[src/common/svd_pkg.sv]
// package for the supply voltage detect controller
// assumes an axi4-lite register bus with 32-bit data and one aligned word per register
package svd_pkg;

  // ----------------------------------------
  // register byte offsets
  // ----------------------------------------
  localparam logic [7:0] OFS_CONTROL = 8'h00;  // voltage_detect_control
  localparam logic [7:0] OFS_INTERRUPT_CONTROL_MAIN = 8'h04;   // interrupt_control_main
  localparam logic [7:0] OFS_FLAGS = 8'h08;    // peripheral_irq_flags_two
  localparam logic [7:0] OFS_ENABLES = 8'h0C;  // peripheral_irq_enables_two
  localparam logic [7:0] OFS_PRIORITY = 8'h10; // peripheral_irq_priority_two
  localparam logic [7:0] OFS_STATUS = 8'h14;   // sticky event status, clear on read
  localparam logic [7:0] OFS_MASK = 8'h18;     // event mask

  // ----------------------------------------
  // field positions
  // ----------------------------------------
  localparam int CTL_DIR_BIT = 7;
  localparam int CTL_STABLE_BIT = 5;
  localparam int CTL_EN_BIT = 4;
  localparam int GIE_BIT = 7;
  localparam int DETECT_BIT = 2;
  localparam int EV_DETECT_BIT = 0;
  localparam int EV_STABLE_BIT = 1;

  // ----------------------------------------
  // reset values and masks
  // ----------------------------------------
  localparam logic [7:0] CTL_RESET = 8'h05;
  localparam logic [7:0] CTL_WMASK = 8'h9F;  // bit 6 unimplemented, bit 5 read only
  localparam logic [7:0] BYTE_RESET = 8'h00;
  localparam logic [3:0] LEVEL_EXTERNAL = 4'hF;
  localparam logic [1:0] RESP_OKAY = 2'b00;
  localparam logic [1:0] RESP_SLVERR = 2'b10;

  // ----------------------------------------
  // timing
  // ----------------------------------------
  localparam int CLK_HZ = 40_000_000;
  localparam int SETTLE_US = 20;  // reference settle time, least value
  localparam int SETTLE_CYC = (SETTLE_US * (CLK_HZ / 1_000_000));

  // ----------------------------------------
  // carriers
  // ----------------------------------------
  typedef struct packed {
    logic dir;
    logic en;
    logic [3:0] level;
  } svd_cfg_t;

  typedef struct packed {
    logic valid;
    logic [31:0] data;
    logic [1:0] resp;
  } svd_rd_t;

endpackage : svd_pkg

[src/svd_ctrl.sv]
// supply voltage detect control logic with axi4-lite register slave
// assumes comparator outputs are asynchronous levels and the settle time is counted on aclk
//
// Contract
// - four-bit trip level select in control bits 3 to 0 picks sixteen levels
// - level select all ones routes comparator from external trip input
// - crossing in configured direction sets the detect flag
// - no detect interrupt before reference stable bit is set
// - detect flag held off until the settle interval expires
// - settle interval fixed in time, restarts on every re-enable of the reference
// - detector runs in sleep; crossing sets flag and wakes device
// - after wake, vector taken only when global interrupts enabled
// - reset returns all registers to reset values, detector off
// - direction clear trips on falling to set point, set on rising to it
// - reference stable bit is read only and set by hardware after enable
//
// Our own choices: the register addresses and the AXI4-Lite register port.
`timescale 1ns/1ps
module svd_ctrl #(
  parameter int SETTLE_CYCLES = svd_pkg::SETTLE_CYC
) (
  // clock and reset
  input wire logic aclk,
  input wire logic aresetn,
  // axi4-lite write address and data
  input wire logic [7:0] s_axi_awaddr,
  input wire logic s_axi_awvalid,
  output logic s_axi_awready,
  input wire logic [31:0] s_axi_wdata,
  input wire logic [3:0] s_axi_wstrb,
  input wire logic s_axi_wvalid,
  output logic s_axi_wready,
  // axi4-lite write response
  output logic [1:0] s_axi_bresp,
  output logic s_axi_bvalid,
  input wire logic s_axi_bready,
  // axi4-lite read
  input wire logic [7:0] s_axi_araddr,
  input wire logic s_axi_arvalid,
  output logic s_axi_arready,
  output logic [31:0] s_axi_rdata,
  output logic [1:0] s_axi_rresp,
  output logic s_axi_rvalid,
  input wire logic s_axi_rready,
  // analog front end
  input wire logic cmp_below_internal,
  input wire logic cmp_below_external,
  output logic [3:0] trip_level_select,
  output logic external_trip_select,
  output logic detector_power,
  // system
  input wire logic sleep_active,
  output logic wake_request,
  output logic irq_vector_request,
  output logic irq
);

  // ----------------------------------------
  // register state
  // ----------------------------------------
  svd_pkg::svd_cfg_t cfg_q;
  logic reference_stable_q;
  logic detect_flag_q;
  logic [7:0] interrupt_control_main_q;
  logic [7:0] flags_other_q;
  logic [7:0] enables_q;
  logic [7:0] priority_q;
  logic [1:0] status_q;
  logic [1:0] mask_q;
  logic [7:0] ctl_rd;
  logic [7:0] flags_rd;

  // write channel holding
  logic aw_held_q;
  logic w_held_q;
  logic [7:0] awaddr_q;
  logic [31:0] wdata_q;
  logic [3:0] wstrb_q;
  logic wr_fire;
  logic [1:0] bresp_q;
  logic bvalid_q;

  // read channel
  svd_pkg::svd_rd_t rd_q;
  logic rd_fire;
  logic stat_read;

  // detect path
  logic cmp_sel;
  logic cmp_s1_q;
  logic cmp_s2_q;
  logic trip_now;
  logic [$clog2(SETTLE_CYCLES + 1) - 1:0] settle_cnt_q;
  logic stable_rise;
  logic detect_set;
  logic flag_clear;
  logic stat_clear_detect;

  // ----------------------------------------
  // axi4-lite write path
  // ----------------------------------------
  // each channel taken independently, response after both
  assign s_axi_awready = !aw_held_q && !bvalid_q;
  assign s_axi_wready = !w_held_q && !bvalid_q;
  assign wr_fire = aw_held_q && w_held_q;

  // address and data capture
  always_ff @(posedge aclk) begin
    if (!aresetn) begin
      aw_held_q <= 1'b0;
      w_held_q <= 1'b0;
      awaddr_q <= 8'h00;
      wdata_q <= 32'h0000_0000;
      wstrb_q <= 4'h0;
    end else begin
      if (wr_fire) begin
        aw_held_q <= 1'b0;
        w_held_q <= 1'b0;
      end else begin
        if (s_axi_awvalid && s_axi_awready) begin
          aw_held_q <= 1'b1;
          awaddr_q <= s_axi_awaddr;
        end
        if (s_axi_wvalid && s_axi_wready) begin
          w_held_q <= 1'b1;
          wdata_q <= s_axi_wdata;
          wstrb_q <= s_axi_wstrb;
        end
      end
    end
  end

  // write response, slverr on unmapped offsets
  always_ff @(posedge aclk) begin
    if (!aresetn) begin
      bvalid_q <= 1'b0;
      bresp_q <= svd_pkg::RESP_OKAY;
    end else if (wr_fire) begin
      bvalid_q <= 1'b1;
      unique case (awaddr_q)
        svd_pkg::OFS_CONTROL, svd_pkg::OFS_INTERRUPT_CONTROL_MAIN, svd_pkg::OFS_FLAGS,
        svd_pkg::OFS_ENABLES, svd_pkg::OFS_PRIORITY, svd_pkg::OFS_STATUS,
        svd_pkg::OFS_MASK: bresp_q <= svd_pkg::RESP_OKAY;
        default: bresp_q <= svd_pkg::RESP_SLVERR;
      endcase
    end else if (s_axi_bready) begin
      bvalid_q <= 1'b0;
    end
  end

  assign s_axi_bvalid = bvalid_q;
  assign s_axi_bresp = bresp_q;

  // ----------------------------------------
  // software writable registers
  // ----------------------------------------
  // only byte lane 0 carries the 8-bit registers
  // reset values
  always_ff @(posedge aclk) begin
    if (!aresetn) begin
      cfg_q <= svd_pkg::svd_cfg_t'({1'b0, svd_pkg::CTL_RESET[4:0]});
      interrupt_control_main_q <= svd_pkg::BYTE_RESET;
      flags_other_q <= svd_pkg::BYTE_RESET;
      enables_q <= svd_pkg::BYTE_RESET;
      priority_q <= svd_pkg::BYTE_RESET;
      mask_q <= 2'b00;
    end else if (wr_fire && wstrb_q[0]) begin
      unique case (awaddr_q)
        svd_pkg::OFS_CONTROL: begin
          cfg_q.dir <= wdata_q[svd_pkg::CTL_DIR_BIT];
          cfg_q.en <= wdata_q[svd_pkg::CTL_EN_BIT];
          cfg_q.level <= wdata_q[3:0];
        end
        svd_pkg::OFS_INTERRUPT_CONTROL_MAIN: interrupt_control_main_q <= wdata_q[7:0];
        svd_pkg::OFS_FLAGS: flags_other_q <= wdata_q[7:0] & ~(8'h01 << svd_pkg::DETECT_BIT);
        svd_pkg::OFS_ENABLES: enables_q <= wdata_q[7:0];
        svd_pkg::OFS_PRIORITY: priority_q <= wdata_q[7:0];
        svd_pkg::OFS_MASK: mask_q <= wdata_q[1:0];
        default: ;
      endcase
    end
  end

  // ----------------------------------------
  // comparator path
  // ----------------------------------------
  // external input on all-ones level
  assign external_trip_select = (cfg_q.level == svd_pkg::LEVEL_EXTERNAL);
  assign cmp_sel = external_trip_select ? cmp_below_external : cmp_below_internal;
  assign trip_level_select = cfg_q.level;
  assign detector_power = cfg_q.en;

  always_ff @(posedge aclk) begin
    if (!aresetn) begin
      cmp_s1_q <= 1'b0;
      cmp_s2_q <= 1'b0;
    end else begin
      cmp_s1_q <= cmp_sel;
      cmp_s2_q <= cmp_s1_q;
    end
  end

  // direction: low means at or below, high means above
  assign trip_now = cfg_q.dir ? !cmp_s2_q : cmp_s2_q;

  // ----------------------------------------
  // reference settle timer
  // ----------------------------------------
  // fixed time count, restarts when enable drops
  // stable bit set by hardware only
  always_ff @(posedge aclk) begin
    if (!aresetn) begin
      settle_cnt_q <= '0;
      reference_stable_q <= 1'b0;
    end else if (!cfg_q.en) begin
      settle_cnt_q <= '0;
      reference_stable_q <= 1'b0;
    end else if (!reference_stable_q) begin
      if (settle_cnt_q == ($bits(settle_cnt_q))'(SETTLE_CYCLES - 1)) begin
        reference_stable_q <= 1'b1;
      end else begin
        settle_cnt_q <= settle_cnt_q + 1'b1;
      end
    end
  end

  assign stable_rise = cfg_q.en && !reference_stable_q &&
                       (settle_cnt_q == ($bits(settle_cnt_q))'(SETTLE_CYCLES - 1));

  // ----------------------------------------
  // detect flag
  // ----------------------------------------
  // gated by stable, set also while asleep
  assign detect_set = cfg_q.en && reference_stable_q && trip_now;
  assign flag_clear = wr_fire && wstrb_q[0] && (awaddr_q == svd_pkg::OFS_FLAGS) &&
                      !wdata_q[svd_pkg::DETECT_BIT];

  // sticky flag, set wins over clear
  always_ff @(posedge aclk) begin
    if (!aresetn) begin
      detect_flag_q <= 1'b0;
    end else if (detect_set) begin
      detect_flag_q <= 1'b1;
    end else if (flag_clear) begin
      detect_flag_q <= 1'b0;
    end
  end

  // ----------------------------------------
  // interrupt status and outputs
  // ----------------------------------------
  assign stat_read = rd_fire && (s_axi_araddr == svd_pkg::OFS_STATUS);
  assign stat_clear_detect = stat_read;

  // sticky events, cleared by reading, new event wins
  always_ff @(posedge aclk) begin
    if (!aresetn) begin
      status_q <= 2'b00;
    end else begin
      status_q[svd_pkg::EV_DETECT_BIT] <= detect_set ||
        (status_q[svd_pkg::EV_DETECT_BIT] && !stat_clear_detect);
      status_q[svd_pkg::EV_STABLE_BIT] <= stable_rise ||
        (status_q[svd_pkg::EV_STABLE_BIT] && !stat_read);
    end
  end

  // wake on flag with its enable, regardless of global enable
  assign wake_request = reference_stable_q && detect_flag_q && enables_q[svd_pkg::DETECT_BIT];
  assign irq_vector_request = wake_request && interrupt_control_main_q[svd_pkg::GIE_BIT];
  assign irq = |(status_q & mask_q);

  // ----------------------------------------
  // axi4-lite read path
  // ----------------------------------------
  // bit 6 reads zero, stable bit shown
  assign ctl_rd = {cfg_q.dir, 1'b0, reference_stable_q, cfg_q.en, cfg_q.level};
  assign flags_rd = flags_other_q | ({7'h00, detect_flag_q} << svd_pkg::DETECT_BIT);
  assign s_axi_arready = !rd_q.valid;
  assign rd_fire = s_axi_arvalid && s_axi_arready;

  // one cycle read answer, held until rready
  always_ff @(posedge aclk) begin
    if (!aresetn) begin
      rd_q <= '0;
    end else if (rd_fire) begin
      rd_q.valid <= 1'b1;
      rd_q.resp <= svd_pkg::RESP_OKAY;
      unique case (s_axi_araddr)
        svd_pkg::OFS_CONTROL: rd_q.data <= {24'h000000, ctl_rd};
        svd_pkg::OFS_INTERRUPT_CONTROL_MAIN: rd_q.data <= {24'h000000, interrupt_control_main_q};
        svd_pkg::OFS_FLAGS: rd_q.data <= {24'h000000, flags_rd};
        svd_pkg::OFS_ENABLES: rd_q.data <= {24'h000000, enables_q};
        svd_pkg::OFS_PRIORITY: rd_q.data <= {24'h000000, priority_q};
        svd_pkg::OFS_STATUS: rd_q.data <= {30'h00000000, status_q};
        svd_pkg::OFS_MASK: rd_q.data <= {30'h00000000, mask_q};
        default: begin
          rd_q.data <= 32'h0000_0000;
          rd_q.resp <= svd_pkg::RESP_SLVERR;
        end
      endcase
    end else if (s_axi_rready) begin
      rd_q.valid <= 1'b0;
    end
  end

  assign s_axi_rvalid = rd_q.valid;
  assign s_axi_rdata = rd_q.data;
  assign s_axi_rresp = rd_q.resp;

endmodule : svd_ctrl

[config.mk]
export PLATFORM = sky130hd
export DESIGN_NAME = svd_ctrl
export DESIGN_NICKNAME = d
export VERILOG_FILES = /design/src/common/svd_pkg.sv /design/src/svd_ctrl.sv
export SDC_FILE = /design/constraint.sdc
export NUM_CORES = 1
export LEC_CHECK = 0
export ABC_AREA = 1
export BUFFER_PORTS_ARGS = -buffer_cell sky130_fd_sc_hd__buf_2
export CELL_PAD_IN_SITES_DETAIL_PLACEMENT = 1
export CELL_PAD_IN_SITES_GLOBAL_PLACEMENT = 1
export CORE_ASPECT_RATIO = 1.4
export CORE_MARGIN = 1.5
export CORE_UTILIZATION = 33
export DETAILED_ROUTE_END_ITERATION = 8
export HOLD_SLACK_MARGIN = 0.03
export PLACE_DENSITY = 0.77
export SYNTH_ARGS = -nofsm -noshare
export SYNTH_HDL_FRONTEND = slang
export SYNTH_SLANG_ARGS = --single-unit
[constraint.sdc]
create_clock -name aclk -period 1.5 [get_ports aclk]
set_input_delay 0.15 -clock aclk [delete_from_list [all_inputs] [get_ports aclk]]
set_output_delay 0.15 -clock aclk [all_outputs]
set_load 0.005 [all_outputs]
==> results.cfg, run 1 <==
[global_routing]
grt_usage = 0.181
grt_overflow = 0
grt_pass1_wl_mm = 17.9
grt_pass1_vias = 3697
antenna_found_initial = 0
grt_max_degree = 31

[clock_network]
ctsHtreeMaxLevel = 3
clock-root-buffer = clkbuf_16
clkSinkCount = 86
cts_tree = yes
clkSlewWorstSetupHoldPaths_ns = 0.07
worstSkewPairLatency_ns = 0.35
clockBufferDepth = 2
cts_buffers = 9

[placement]
hpwl_mm = 8.05
place_ws_ns = 0.00746
gp_congestion = 0.785
port_buffers = 57

[synthesis]
syn_area_um2 = 4050
synth.most_common_cell = dfxtp_1
postSynthAreaPerCell_um2 = 7.48
synth_edf_count = 0
synthArstFlopShare = 0
synthTopCellsByArea = dfxtp_1 (43%), a21oi_1 (7.4%), o21ai_0 (7.1%), nand2_1 (7.0%), buf_4 (6.1%)
ys_ff_latch = 86
ys.flop_type = dfxtp_1
ys.warnings.count = 0
yosysUniqueCellTypes = 39
synth_top_area_frac = 0.425
seq_area_frac_synth = 0.425
synth_top_area_cell = dfxtp_1
syn_inst = 541
synth_commonest_cells = dfxtp_1 (86), nand2_1 (75), a21oi_1 (60)

[layout]
drive_above_1_share = 0.239
nNetsFinal = 676
areaGrowthSynthToFinish_pct = 21.4
diodes = 0
final_util = 0.413

[setup_path]
worstSetupPathType = reg2reg
timing.critical_path.to = flags_other_q[5]
r2r_slack_ns = 0.05
crit_start = awaddr_q[5]
rr_worst_depth = 7
cp.arrival_ns = 1.68
crit_required_ns = 1.73
startpoint_type = flop
end_kind = flop
r2r_end = flags_other_q[5]
r2r_start = awaddr_q[5]
cp_max_fo = 7

[sta]
setup_viol = 0
timing.fmax_mhz = 691
finClkSkew_ns = 0.00703
setup_ws_ns = 0.0520
drv_slew = 0
hold_viol = 0
min_period_ns = 1.45
period_share = 0.965

[route]
wl_mm = 11.3
drt_iter0_markers = 122
via_count = 3775
dr.pass1.iters = 4
wl_per_cell_um = 14.8
drc_errors = 0
via_per_inst = 4.93
ant_nets = 0

[floorplan]
dieArea_um2 = 12900
row_count = 47
pin_count = 112
core_um2 = 11900
chipWidth_um = 96.6
die_height_um = 134
start_util = 0.341

[hold_path]
min-delay-path-class = in2reg
worstHoldStart = s_axi_bready

[run]
drv_cap = 0

[status]
status = finished, final reports clean

[power_and_ir_drop]
power_per_cell_area_nw_per_um2 = 1070
peakVddDrop_mv = 0.566
power.leakage_nw = 2.17
## flip-flops by register name, indices dropped and copies added, names as in the netlist, 2 cells and up
name	flops
status_q	2
flags_other_q	7
settle_cnt_q	10
awaddr_q	8
wdata_q	8
interrupt_control_main_q	8
s_axi_rdata	8
priority_q	8
enables_q	8
trip_level_select	4
mask_q	2
## worst max-delay path, cell delays in order, from the launching register on
cell and delay, ns:
dfxtp_1 0.32, nor2_2 0.12, nand2_2 0.11, nor2_4 0.18, nand2_2 0.15, nor2_4 0.25
buf_4 0.16, a211oi_2 0.05
## metrics by stage
stage	std cells	total power [mW]	TNS, ns	area, um^2	hold WS, ns
floorplan	566	2.74	0	4140	0.285
global placement	736	2.82	0	4400	0.388
detailed placement	736	2.84	0	4400	0.386
CTS	754	5.27	0	4770	0.0519
global route	765	5.46	-0.0988	4910	0.0686
finish	765	5.27	0	4910	0.0575
## area by class of cell
type                    count  area, um^2
repair buffers             85         523
fillers                  1518        6970
clock inverters             6        85.1
flip-flops and latches     86        1730
well taps                 147         184
clock buffers              10         239
inverters                  58         225
multi-input cells         373        1930
## cells by family after synthesis
logic type | Yosys count | share of synthesized area
AOI/OAI and AO/OA | 144 | 0.194
adders and majority gates | 1 | 0.00309
buffers and inverters | 108 | 0.139
DFF | 86 | 0.425
other | 1 | 0.000927
and+or+nand+nor | 201 | 0.238
## what timing repair did
| action | 4_1_cts | 5_1_grt |
|---|---|---|
| pin swaps | 1 | 7 |
| hold endpoints to repair | 1 | 0 |
| gates resized for setup | 4 | 18 |
| hold buffers | 1 | 0 |
| gates cloned | 0 | 1 |
| setup endpoints to repair | 7 | 41 |
| setup buffers | 1 | 10 |
## worst min-delay path by stage
stage                         endpoint  slack (ns)  cells after the start
after floorplan               cmp_s1_q        0.28                      2
after CTS                 s_axi_bvalid        0.05                      4
after detailed placement      cmp_s1_q        0.39                      3
after global routing      s_axi_bvalid        0.07                      4
final                     s_axi_bvalid        0.06                      4
after global placement        cmp_s1_q        0.39                      3
## routing by layer
metal	GRT usage	wire, um	vias to the layer above	part of all wire
li1	-	-	1881	-
met1	0.211	4750	1783	0.42
met2	0.311	5810	91	0.51
met3	0.0227	367	20	0.032
met4	0.101	385	0	0.034
met5	0	0	-	0
## power breakdown
| group | internal, mW | leakage (nW) | switching (mW) |
|---|---|---|---|
| registers | 2.35 | 0.700 | 0.0423 |
| logic | 0.151 | 1.32 | 0.301 |
| clock network | 1.50 | 0.154 | 0.929 |
## cell usage in the layout (no fill, tap or decap), types with 2 or more instances in the layout
cell	n
a211oi_1	5
a211oi_2	4
a21oi_1	60
a21oi_2	2
buf_12	2
buf_2	57
buf_4	25
bufinv_16	2
clkbuf_16	9
clkinv_2	2
clkinvlp_4	2
conb_1	26
dfxtp_1	82
dfxtp_2	4
inv_1	49
inv_2	6
inv_4	3
nand2_1	73
nand2_2	3
nand2_4	2
nand3_1	43
nand3_4	2
nand4_1	4
nor2_1	49
nor2_2	6
nor2_4	7
nor3_1	3
nor3_2	2
nor3_4	2
o211ai_1	3
o21ai_0	55
o21ai_1	12
No activity file was read; power rests on OpenSTA's default activity.
==> run 2, diff against run 1 <==
--- a/config.mk
+++ b/config.mk
@@ -5,13 +5,12 @@
 export SDC_FILE = /design/constraint.sdc
 export NUM_CORES = 1
 export LEC_CHECK = 0
-export ABC_AREA = 1
 export BUFFER_PORTS_ARGS = -buffer_cell sky130_fd_sc_hd__buf_2
 export CELL_PAD_IN_SITES_DETAIL_PLACEMENT = 1
 export CELL_PAD_IN_SITES_GLOBAL_PLACEMENT = 1
 export CORE_ASPECT_RATIO = 1.4
 export CORE_MARGIN = 1.5
-export CORE_UTILIZATION = 33
+export CORE_UTILIZATION = 35
 export DETAILED_ROUTE_END_ITERATION = 8
 export HOLD_SLACK_MARGIN = 0.03
 export PLACE_DENSITY = 0.77
==> results.cfg, run 2 <==
[status]
status = finished with violations
violations = setup timing

[synthesis]
yosysUniqueCellTypes = 51
ys.warnings.count = 0
synth_edf_count = 0
synth_top_area_frac = 0.420
syn_area_um2 = 4100
syn_inst = 441
seq_area_frac_synth = 0.420
synth_top_area_cell = dfxtp_1
synthArstFlopShare = 0
ys.flop_type = dfxtp_1
synth_commonest_cells = dfxtp_1 (86), nand2_1 (80), mux2i_1 (46)
ys_ff_latch = 86
synth.most_common_cell = dfxtp_1
postSynthAreaPerCell_um2 = 9.29
synthTopCellsByArea = dfxtp_1 (42%), mux2i_1 (11%), nand2_1 (7.3%), buf_4 (5.5%), a21boi_0 (4.0%)

[layout]
largest_reg_flops = 10
regMostFlops = settle_cnt_q
drive_above_1_share = 0.271
areaGrowthSynthToFinish_pct = 24.3
final_cell_mix = dfxtp_1 (81), nand2_1 (79), buf_2 (57)
diodes = 0
fin_cells = 668
layout_commonest_cell = dfxtp_1
nNetsFinal = 584

[setup_path]
slowest_delay_ns = 0.44
worstSetupPathType = reg2reg
path_buf_inv = 1
crit_required_ns = 1.73
end_kind = flop
cp_slowest_cell = nor3b_1
r2r_slack_ns = -0.02
startpoint_type = flop
cp.arrival_ns = 1.74
crit_chain = nor3b_1 > nand4_4 > buf_12 > mux2i_2 > nor2b_1
cp_max_fo = 8
crit_family = simple AND/OR/NAND/NOR gates

[placement]
place_inst = 648
gp_congestion = 0.795
hpwl_mm = 8.01
port_buffers = 57
place_ws_ns = -0.0215

[sta]
setup_ws_ns = -0.0184
hold_viol = 0
period_share = 1.01
setup_tns_ns = -0.0184
rsz0062_at_grt = yes
drv_slew = 0
finClkSkew_ns = 0.00636
setup_viol = 1
timing.fmax_mhz = 659
min_period_ns = 1.52
hold_ws_ns = 0.0536

[clock_network]
holdBufCountCts = 0
clockBufferDepth = 2
ctsHtreeMaxLevel = 3
cts_buffers = 9
clkSlewWorstSetupHoldPaths_ns = 0.06
cts_tree = yes
clock-root-buffer = clkbuf_16
worstSkewPairLatency_ns = 0.34
clkSinkCount = 86

[route]
via_count = 3420
wl_per_cell_um = 16.7
ant_nets = 0
drc_errors = 0
wl_mm = 11.2
via_per_inst = 5.12
drt_iter0_markers = 108
dr.pass1.iters = 4

[global_routing]
grt_overflow = 0
grt_pass1_vias = 3560
grt_max_degree = 78
grt_pass1_wl_mm = 17.7
antenna_found_initial = 0
grt_usage = 0.185

[power_and_ir_drop]
intPower_mw = 3.86
seqPwrFrac = 0.475
power.leakage_nw = 2.17
power_switching_mw = 1.14
finalPower_mw = 5.00
combPwrFrac = 0.081
peakVddDrop_mv = 0.601
share_clk_of_total_power = 0.444
power_per_cell_area_nw_per_um2 = 983
switching_share = 0.227

[run]
drv_cap = 0

[floorplan]
die_height_um = 131
dieArea_um2 = 12400
pin_count = 112
chipWidth_um = 94.4
start_util = 0.359
row_count = 46
core_um2 = 11400

[hold_path]
min-delay-path-class = in2reg
[run 2: cell type report]
cell class,count,area (um^2)
repair buffers,93,624
clock inverters,1,30.0
flip-flops and latches,86,1730
fillers,1355,6310
inverters,5,18.8
clock buffers,13,260
well taps,144,180
multi-input cells,326,2250
[run 2: per-layer routing]
| layer | track usage | wire length [um] |
|---|---|---|
| met3 | 0.0307 | 312 |
| met4 | 0.0975 | 398 |
| met5 | 0 | 0 |
| met1 | 0.202 | 4480 |
| met2 | 0.339 | 5960 |
[run 2: stage by stage]
stage | utilization | area (um^2)
6_report | 0.447 | 5090
3_3_place_gp | 0.406 | 4630
3_5_place_dp | 0.406 | 4630
2_1_floorplan | - | 4190
5_1_grt | 0.447 | 5090
4_1_cts | 0.433 | 4930
[run 2: logic make-up after synthesis]
kind of cell	count (synthesis)	synth area share
and+or+nand+nor	171	0.226
DFF	86	0.420
AOI/OAI and AO/OA	68	0.123
muxes	56	0.140
buffers and inverters	54	0.0782
xor gates and xnor gates	4	0.00855
adders and majority gates	1	0.00305
other	1	0.000915
[run 2: worst paths after layout]
kind | depth (start not counted) | to | start
max | 5 | interrupt_control_main_q[0] | awaddr_q[4]
min | 3 | awaddr_q[6] | s_axi_awaddr[6]
max reg2reg | 5 | interrupt_control_main_q[0] | awaddr_q[4]
min reg2reg | 1 | cmp_s2_q | cmp_s1_q
[run 2: power by group through the flow]
stage	Sequential [mW]	Clock, mW	Combinational [mW]
5_1_grt	2.38	2.36	0.455
3_5_place_dp	2.42	0	0.375
2_1_floorplan	2.41	0	0.268
6_report	2.37	2.22	0.407
4_1_cts	2.37	2.26	0.384
3_3_place_gp	2.42	0	0.362
[run 2: repair_timing]
item / in CTS / in global routing
buffers inserted: 1 / 5
setup endpoints to repair: 5 / 28
gates resized for setup: 3 / 25
pin swaps: 3 / 5
[run 2: worst min-delay path, cell delays in order]
cell      delay [ns]
buf_2           0.09
nand2_1         0.04
a21boi_0        0.06
